## config.mk

```make
export PLATFORM = sky130hd
export DESIGN_NAME = uswba_top
export DESIGN_NICKNAME = d
export VERILOG_FILES = /design/src/rtl/uswba_pkg.sv /design/src/rtl/uswba_stream_if.sv /design/src/rtl/uswba_fifo.sv /design/src/rtl/uswba_top.sv
export SDC_FILE = /design/constraint.sdc
export NUM_CORES = 1
export LEC_CHECK = 0
export BUFFER_PORTS_ARGS = -buffer_cell sky130_fd_sc_hd__buf_2
export CAP_MARGIN = 40
export CORE_ASPECT_RATIO = 0.7
export CORE_MARGIN = 2
export CORE_UTILIZATION = 48
export CTS_CLUSTER_SIZE = 12
export DETAILED_ROUTE_END_ITERATION = 8
export PLACE_DENSITY = 0.68
export SYNTH_ARGS = -nofsm -noshare
export SYNTH_HDL_FRONTEND = slang
export SYNTH_SLANG_ARGS = --single-unit
```

## constraint.sdc

```tcl
create_clock -name sys_clk -period 2.1 [get_ports sys_clk]
set_input_delay 0.21 -clock sys_clk [delete_from_list [all_inputs] [get_ports sys_clk]]
set_output_delay 0.21 -clock sys_clk [all_outputs]
set_load 0.05 [all_outputs]
```

## src/rtl/uswba_pkg.sv

```systemverilog
// Shared constants for the single-wire bit adapter, device end.
// Assumes a 100 MHz system clock; times are converted to cycle counts here.
package uswba_pkg;
    localparam int unsigned CLK_MHZ          = 100;
    // Longest low pulse still read as a written one (a longest time, rounds down)
    localparam int unsigned T_ONE_MAX_US     = 15;
    localparam int unsigned ONE_MAX_CYCLES   = T_ONE_MAX_US * CLK_MHZ;
    // Shortest low pulse read as a bus reset (a least time, rounds up)
    localparam int unsigned T_RESET_MIN_US   = 480;
    localparam int unsigned RESET_MIN_CYCLES = T_RESET_MIN_US * CLK_MHZ;
    // Time the line is held low when a zero is returned
    localparam int unsigned T_HOLD_ZERO_US   = 60;
    localparam int unsigned HOLD_ZERO_CYCLES = T_HOLD_ZERO_US * CLK_MHZ;
    localparam int unsigned CNT_W            = 24;
    localparam logic [CNT_W-1:0] CNT_MAX     = 24'hFF_FFFF;
    localparam int unsigned TXQ_WIDTH        = 1;
    localparam int unsigned TXQ_DEPTH        = 32;
    localparam logic [2:0] SYNC_RESET        = 3'h7;

    typedef enum logic [1:0] {
        USWBA_IDLE  = 2'b00,
        USWBA_LOW   = 2'b01,
        USWBA_DRIVE = 2'b10,
        USWBA_WAIT  = 2'b11
    } uswba_state_e;
endpackage

```

## src/rtl/uswba_stream_if.sv

```systemverilog
// Valid/ready stream between the bit queue and the slot engine.
// Assumes both ends run on sys_clk.
`timescale 1ns/100ps
interface uswba_stream_if #(parameter int unsigned WIDTH = 1);
    logic             valid;
    logic             ready;
    logic [WIDTH-1:0] data;
    modport src (output valid, output data, input ready);
    modport snk (input valid, input data, output ready);
endinterface

```

## src/rtl/uswba_fifo.sv

```systemverilog
// Synchronous FIFO with valid/ready on both sides.
// Assumes one clock; the drain side may stall at will.
`timescale 1ns/100ps
module uswba_fifo
    import uswba_pkg::*;
#(
    parameter int unsigned WIDTH = 1,
    parameter int unsigned DEPTH = 32
) (
    input  wire logic             sys_clk,
    input  wire logic             reset_n,
    input  wire logic             in_valid,
    input  wire logic [WIDTH-1:0] in_data,
    output logic                  in_ready,
    uswba_stream_if.src           out_port
);
    localparam int unsigned AW = $clog2(DEPTH);

    logic [WIDTH-1:0] mem [DEPTH];
    logic [AW-1:0]    wr_ptr_reg;
    logic [AW-1:0]    wr_ptr_next;
    logic [AW-1:0]    rd_ptr_reg;
    logic [AW-1:0]    rd_ptr_next;
    logic [AW:0]      count_reg;
    logic [AW:0]      count_next;
    logic             ready_reg;
    logic             ready_next;
    logic             push;
    logic             pop;

    assign push           = in_valid && in_ready;
    assign pop            = out_port.valid && out_port.ready;
    assign in_ready       = ready_reg;
    assign out_port.valid = (count_reg != '0);
    assign out_port.data  = mem[rd_ptr_reg];

    always_comb begin
        wr_ptr_next = push ? wr_ptr_reg + 1'b1 : wr_ptr_reg;
        rd_ptr_next = pop ? rd_ptr_reg + 1'b1 : rd_ptr_reg;
        count_next  = count_reg;
        if (push && !pop) begin
            count_next = count_reg + 1'b1;
        end else if (pop && !push) begin
            count_next = count_reg - 1'b1;
        end
        // Registered not-full flag, same timing as a compare on count_reg
        ready_next  = (count_next != DEPTH[AW:0]);
    end

    always_ff @(posedge sys_clk) begin
        if (push) begin
            mem[wr_ptr_reg] <= in_data;
        end
    end

    always_ff @(posedge sys_clk or negedge reset_n) begin
        if (!reset_n) begin
            wr_ptr_reg <= '0;
            rd_ptr_reg <= '0;
            count_reg  <= '0;
            ready_reg  <= 1'b1;
        end else begin
            wr_ptr_reg <= wr_ptr_next;
            rd_ptr_reg <= rd_ptr_next;
            count_reg  <= count_next;
            ready_reg  <= ready_next;
        end
    end
endmodule

```

## src/rtl/uswba_top.sv

```systemverilog
// Device end of a shared open-drain single-wire bus: decodes host low pulses
// and answers read slots from a queue of bits.
// Assumes an external pullup on the line and a pin wrapper that resolves
// shared_data_line from its input, output and output enable.
`timescale 1ns/100ps
module uswba_top
    import uswba_pkg::*;
#(
    parameter int unsigned RESET_CYCLES = RESET_MIN_CYCLES,
    parameter int unsigned HOLD_CYCLES  = HOLD_ZERO_CYCLES
) (
    input  wire logic sys_clk,
    input  wire logic reset_n,
    input  wire logic shared_data_line_in,
    output logic      shared_data_line_out,
    output logic      shared_data_line_oe,
    input  wire logic supply_powered,
    input  wire logic tx_valid,
    input  wire logic tx_bit,
    output logic      tx_ready,
    output logic      rx_valid,
    output logic      rx_bit,
    output logic      bus_reset,
    output logic      conv_enable
);
    uswba_stream_if #(.WIDTH(TXQ_WIDTH)) txq_if ();

    uswba_fifo #(
        .WIDTH (TXQ_WIDTH),
        .DEPTH (TXQ_DEPTH)
    ) u_txq (
        .sys_clk  (sys_clk),
        .reset_n  (reset_n),
        .in_valid (tx_valid),
        .in_data  (tx_bit),
        .in_ready (tx_ready),
        .out_port (txq_if.src)
    );

    logic [2:0]       line_sync_reg;
    logic [2:0]       pwr_sync_reg;
    logic             line_reg;
    logic             line_next;
    logic             pwr_reg;
    logic             pwr_next;
    uswba_state_e     state_reg;
    uswba_state_e     state_next;
    logic [CNT_W-1:0] cnt_reg;
    logic [CNT_W-1:0] cnt_next;
    logic             oe_reg;
    logic             oe_next;
    logic             rx_valid_reg;
    logic             rx_valid_next;
    logic             rx_bit_reg;
    logic             rx_bit_next;
    logic             bus_reset_reg;
    logic             bus_reset_next;
    logic             pop;
    logic             fall;
    logic             rise;
    logic             long_low;

    // A pin change counts once the second and third stages agree
    always_comb begin
        line_next = (line_sync_reg[1] == line_sync_reg[2]) ? line_sync_reg[2] : line_reg;
        pwr_next  = (pwr_sync_reg[1] == pwr_sync_reg[2]) ? pwr_sync_reg[2] : pwr_reg;
    end

    always_ff @(posedge sys_clk or negedge reset_n) begin
        if (!reset_n) begin
            line_sync_reg <= SYNC_RESET;
            pwr_sync_reg  <= 3'h0;
            line_reg      <= 1'b1;
            pwr_reg       <= 1'b0;
        end else begin
            line_sync_reg <= {line_sync_reg[1:0], shared_data_line_in};
            pwr_sync_reg  <= {pwr_sync_reg[1:0], supply_powered};
            line_reg      <= line_next;
            pwr_reg       <= pwr_next;
        end
    end

    assign fall     = line_reg && !line_next;
    assign rise     = !line_reg && line_next;
    // The count reads one less than the low time, so thresholds are shifted by one
    assign long_low = (cnt_reg >= RESET_CYCLES[CNT_W-1:0] - 1'b1);
    assign pop      = (state_reg == USWBA_IDLE) && fall && txq_if.valid;
    assign txq_if.ready = pop;

    // Slot engine; power mode does not change it
    always_comb begin
        state_next     = state_reg;
        cnt_next       = (cnt_reg == CNT_MAX) ? cnt_reg : cnt_reg + 1'b1;
        oe_next        = oe_reg;
        rx_valid_next  = 1'b0;
        rx_bit_next    = rx_bit_reg;
        bus_reset_next = 1'b0;
        unique case (state_reg)
            USWBA_IDLE: begin
                // Released line is idle high; nothing is driven here
                oe_next  = 1'b0;
                cnt_next = '0;
                if (fall) begin
                    if (!txq_if.valid) begin
                        state_next = USWBA_LOW;
                    end else if (txq_if.data[0]) begin
                        state_next = USWBA_WAIT;
                    end else begin
                        state_next = USWBA_DRIVE;
                        oe_next    = 1'b1;
                    end
                end
            end
            USWBA_LOW: begin
                if (rise) begin
                    state_next = USWBA_IDLE;
                    if (long_low) begin
                        bus_reset_next = 1'b1;
                    end else begin
                        rx_valid_next = 1'b1;
                        rx_bit_next   = (cnt_reg < ONE_MAX_CYCLES[CNT_W-1:0]);
                    end
                end
            end
            USWBA_DRIVE: begin
                if (cnt_reg >= HOLD_CYCLES[CNT_W-1:0] - 1'b1) begin
                    oe_next    = 1'b0;
                    state_next = USWBA_WAIT;
                end
            end
            USWBA_WAIT: begin
                // End of a read slot; a held-over low may still be a reset
                if (!oe_reg && rise) begin
                    state_next     = USWBA_IDLE;
                    bus_reset_next = long_low;
                end
            end
        endcase
    end

    always_ff @(posedge sys_clk or negedge reset_n) begin
        if (!reset_n) begin
            state_reg     <= USWBA_IDLE;
            cnt_reg       <= '0;
            oe_reg        <= 1'b0;
            rx_valid_reg  <= 1'b0;
            rx_bit_reg    <= 1'b0;
            bus_reset_reg <= 1'b0;
        end else begin
            state_reg     <= state_next;
            cnt_reg       <= cnt_next;
            oe_reg        <= oe_next;
            rx_valid_reg  <= rx_valid_next;
            rx_bit_reg    <= rx_bit_next;
            bus_reset_reg <= bus_reset_next;
        end
    end

    assign shared_data_line_out = 1'b0;
    assign shared_data_line_oe  = oe_reg;
    assign rx_valid             = rx_valid_reg;
    assign rx_bit               = rx_bit_reg;
    assign bus_reset            = bus_reset_reg;
    // Continuous conversion enabled only when supply powered
    assign conv_enable          = pwr_reg;
endmodule

```

== Yosys cells after proc, flatten, opt, wreduce, memory -nomap -nowiden ==
Memory sizes are Yosys's and may differ from the RTL's.
Index checks and enable logic that the tools add are counted.
Storage, ports and cells
  flip-flop bits (word level): 55
  bits in writable memories: 32
  output and inout bits: 7
  word-level logic and storage cells: 82
  memories: 1
Memory list
  u_txq.mem: words 32, width 1, read ports 1, clocked after memory_dff 0, write ports 1, line uswba_fifo.sv:19  | logic [WIDTH-1:0] mem [DEPTH];
Cells by class
  $add $sub $neg: 5
  magnitude comparators: 3
  eq/ne operators: 12
  muxes and demuxes: 26
  bitwise logic cells: 1
  reduce and logical (&&, ||, !) cells: 20
Operators by type and width (count)
  24-bit 2-to-1 mux: 2
  24-bit by 1-bit adder with 24-bit output, second input constant: 1
  24-bit == test, second input constant: 1
  24-bit by 13-bit >= comparator with 1-bit output, second input constant: 1
  24-bit by 16-bit >= comparator with 1-bit output, second input constant: 1
  24-bit by 11-bit less-than comparator with 1-bit output, second input constant: 1
  1-bit 2-to-1 mux: 14
  6-bit 2-to-1 mux: 2
  5-bit by 1-bit adder with 5-bit output, second input constant: 2
  2-bit 2-to-1 mux: 5
  2-bit != test, second input constant: 5
  1-bit logical AND: 9
  2-bit case mux with 4 select lines: 1
  6-bit by 1-bit adder with 6-bit output, second input constant: 1
  6-bit != test, second input constant: 1
  6-bit nonzero test: 1
  6-bit by 1-bit subtractor with 6-bit output, second input constant: 1
  1-bit zero test: 5
  2-bit == test, second input constant: 2
  1-bit case mux with 2 select lines: 2
  4-bit AND reduction: 1
  3-bit AND reduction: 1
  1-bit == test: 2
  2-bit by 1-bit == test with 1-bit output, second input constant: 1
  4 further kinds: 4

== Logic depth before layout (Yosys ltp) ==
  word-level depth: 11
  gate-level depth with buffers: 9
  gate-level depth less buffers: 8

== By module ==
Synthesis repeated with hierarchy kept, for this count alone.
Second synthesis, totals
  cell total of the unflattened synthesis: 393
  area, all modules: 4398.0 µm²
Modules (own cells, without submodules)
  uswba_fifo: times used 1, cells each 185, area each 2364.8 µm², sequential area each 1387.6 µm²
  uswba_top: times used 1, cells each 208, area each 2033.2 µm², sequential area each 955.9 µm²

== Worst setup path before layout ==
Ideal clock, no wire load.
  path kind: reg2reg
  start: register u_txq.count_reg[0]
  end: register u_txq.ready_reg, in the netlist u_txq.in_ready
  arrival time: 1.954 ns
  setup slack: 0.055 ns
  cell stages (with the launch flop): 10
  buffers on the path: 1
  cell sequence: dfrtp_1 inv_1 ha_1 or4b_4 o211a_1 buf_2 nor2_2 a31oi_4 xnor2_1 nand4b_1
On the way
  cells in the longest elaborated chain, start to end: 7
  elaborated cells between the ends (all ways): 11
  those cells by class: 2 x add/sub; 1 x eq/ne; 2 x mux; 6 x reduce/logical
RTL lines
  from (decl): line uswba_fifo.sv:24  | logic [AW:0] count_reg;
  from (signal assigned): line uswba_fifo.sv:65  | count_reg <= count_next;
  parallel branches: the longest is 5 deep, another holds 6-bit by 1-bit subtractor with 6-bit output
  6-bit 2-to-1 mux (*): line uswba_fifo.sv:41  | if (push && !pop) begin
  via u_txq.count_next[4]: line uswba_fifo.sv:25  | logic [AW:0] count_next;
  6-bit != test (*): line uswba_fifo.sv:47  | ready_next = (count_next != DEPTH[AW:0]);
  via u_txq.ready_next: line uswba_fifo.sv:27  | logic ready_next;
  to (signal assigned): line uswba_fifo.sv:66  | ready_reg <= ready_next;
  to (decl): line uswba_fifo.sv:26  | logic ready_reg;
Mark *: on every way through the listed nets, which the timed path passes.
A chain may end at the register's enable or synchronous reset.

== Worst setup path after layout ==
Ends and elaborated chain as after synthesis.

==> impl_results.md <==
- Non-Filler Instances: 559
- Layout cells sized above 1: 19.6%
- First-pass GRT wire length: 13800 microns
- Crit path largest cell delay: 0.49 ns
- Fmax: 0.466 GHz
- Die H: 83.3 microns
- Met1 Wirelength: 4250 microns
- Inserted Diodes: 0
- Setup violators final: 2
- Detail Route Antenna Nets: 0
- Drt via density: 5.38
- Peak VDD IR: 0.477 mV
- Synth Net Count: 412
- TritonCTS clock tree: built
- # fillers: 695
- MaxCap Viol Count: 0
- Failing checks: setup timing
- Switching power: 0.00193 W
- Routed Wire Length: 8500 microns
- Placer Congestion: 0.843
- Synth Register Bits: 87
- Worst path buffer plus inverter count: 2
- Clock transition at path regs: 0.06 ns
- Req. time, crit path: 2.37 ns
- Startpoint types: flip-flop
- IO Count: 13
- Vias in the first global route: 2845
- Most frequent cells in the layout: nor2_1, dfrtp_1, edfxtp_1
- Tightest Pin Transition: 0.527 ns
- Final TNS setup: -0.0618 ns
- Comb power frac: 31.9%
- Commonest non-fill, non-tap cell in the layout: nor2_1
- Post-synthesis sequential area ratio: 54.3%
- Hold Crit Class: flip-flop to flip-flop
- Top Family by Delay on Critical Path: simple AND/OR/NAND/NOR gates
- Sw Ratio: 33.9%
- Drt first pass iters: 4
- Final Hold Fails: 0
- Initial antenna violation count: 0
- Die Footprint: 9770 sq um
- Largest net degree at the start of global routing: 56
- Max Slew Vio Count: 0
- EDFF count, synth: 32
- Die width: 117 microns
- Top sig layer: met4
- Yosys cell types: 64
- Syn Std Cell Area: 4310 sq um
- Clk_lat worst skew: 0.33 ns
- Port buffer count: 11
- Area growth syn-to-layout: 17.4%
- Starting density of the core: 50.2%
- Clock Tree Buf Depth: 2
- Clock group share of total power: 27.2%
- Synthesized area per cell: 10.9 sq um
- Routed wl met2: 3690 microns
- Post-Place Worst Slack: -0.0530 ns
- RSZ-0062 raised after global routing: true
- Slew HR: 64.5%
- Avg WL per Cell: 15.2 microns
- Setup ws final: -0.0450 ns
- Crit path DAT: 2.41 ns
- CP Class: flip-flop to flip-flop
- Via count: 3009
- Post-layout min period: 2.14 ns
- CTS Root Cell: clkbuf_16
- Area of the multi-input gates: 1900 sq um
- Status: finished with violations
- Crit path cell chain: inv_2 -> ha_4 -> or4b_4 -> o211ai_4 -> buf_6 -> nand3_4 -> a221oi_4 -> nor2_1 -> nand4b_1
- Clk sink count: 87
- Max reg flops: 32
- DRC Markers: 0
- Dpl cells: 531
- Ys async rst share: 63.2%
- Post-DP HPWL: 5630 microns
- Worst-path maximum fanout: 4
- Post-synth top flop: dfrtp_1
- Final Util: 59.0%
- Gr ovfl total: 0
- Seq pwr share: 41.0%
- Leak Pwr: 1.99 nW
- Max stage delay cell, worst path: or4b_4
- Period utilization: 102%
- H-tree Lvls: 3
- Synth Instances: 397
- Final clock skew: 0.00587 ns
- Register area: 2340 sq um
- Num rows: 28
- Internal power: 0.00375 W
- Syn. warnings: 0
- Starting DRT DRC Count: 240
- CTS Buf Count: 9
- Crit end category: flip-flop
- Global Route Usage Sum: 18.3%
- Met3 wire len: 477 microns
- Total core area: 8580 sq um
- P per Cell Area: 1120 nW/um^2
- Final #Nets: 449
==> metal layers <==
layer | vias to the layer above | track usage (%)
met2 | 78 | 24.7
met4 | 0 | 5.03
met5 | - | 0
li1 | 1473 | -
met3 | 6 | 5.62
met1 | 1452 | 28.5
==> power groups by stage <==
stage               combinational (W)  sequential [W]  clock [W]
floorplan                     0.00120         0.00227          0
global placement              0.00157         0.00234          0
CTS                           0.00169         0.00233    0.00158
global route                  0.00200         0.00237    0.00166
finish                        0.00181         0.00233    0.00154
detailed placement            0.00161         0.00235          0
==> per-stage QoR <==
step                area, sq um  power (W)  hold WS, ns
floorplan                  4310    0.00346      -0.0856
global placement           4610    0.00391        0.230
detailed placement         4610    0.00396        0.240
CTS                        4980    0.00559        0.352
global route               5060    0.00603        0.364
finish                     5060    0.00568        0.349
==> layout make-up <==
cell class                 count  share of cell area [%]
tap                          120                    2.96
sequential                    87                    46.3
clock inverter                 5                    1.14
timing repair buffer          44                    6.69
clock buffer                  11                    4.59
multi-input combinational    281                    37.5
inverter                      11                   0.815
==> synth_stat cells (3+ instances only) <==
cell type | n | area share (%)
nor3_1 | 7 | 0.81
o21ai_0 | 9 | 1.0
clkbuf_1 | 9 | 0.78
nor2_1 | 76 | 6.6
inv_1 | 11 | 0.96
edfxtp_1 | 32 | 22
dfrtp_1 | 50 | 29
nand2b_1 | 3 | 0.44
and2_1 | 4 | 0.58
mux4_2 | 6 | 3.1
and3_1 | 4 | 0.58
nor2b_1 | 3 | 0.44
mux2i_1 | 8 | 1.9
nand2_1 | 30 | 2.6
nand4b_1 | 3 | 0.61
nor4_1 | 3 | 0.44
nand4_1 | 15 | 2.2
nand3_1 | 17 | 2.0
xor2_1 | 13 | 2.6
buf_2 | 6 | 0.70
dfstp_2 | 5 | 3.0
a21oi_1 | 4 | 0.46
ha_1 | 9 | 2.6
xnor2_1 | 17 | 3.5
==> cells by family after synthesis <==
logic type,synth area share (%)
AO/OA/AOI/OAI,6.96
flip-flops,54.3
multiplexers,5.25
XOR/XNOR,6.09
buffers and inverters,2.96
adder cells (fa/ha/maj),3.08
other,0.0869
AND/OR/NAND/NOR,21.2
==> repair_timing <==
action | in CTS | in global routing
setup endpoints to repair | 1 | 5
hold endpoints to repair | 52 | 0
buffers inserted | 2 | 7
resized for setup | 7 | 6
pin swaps | 4 | 3
hold buffers | 3 | 0
==> worst paths after layout <==
kind / start / to / slack (ns) / depth (start not counted)
setup / recovery: u_txq.count_reg[0] / u_txq.in_ready / -0.04 / 9
hold reg to reg: pwr_sync_reg[0] / pwr_sync_reg[1] / 0.35 / 0
hold / removal: pwr_sync_reg[0] / pwr_sync_reg[1] / 0.35 / 0
min in group asynchronous: reset_n / bus_reset / 0.43 / 3
max in group asynchronous: reset_n / u_txq.in_ready / 1.39 / 3
setup reg to reg: u_txq.count_reg[0] / u_txq.in_ready / -0.04 / 9
==> worst register-to-register path, delay by kind of cell, from the launching register on <==
| family | cells | cell delay (ns) |
|---|---|---|
| simple gates | 4 | 0.74 |
| compound gates | 2 | 0.57 |
| flops | 1 | 0.39 |
| buf+inv | 2 | 0.25 |
| fa+ha+maj | 1 | 0.12 |
Note: power is estimated with default switching activity, not from simulation.
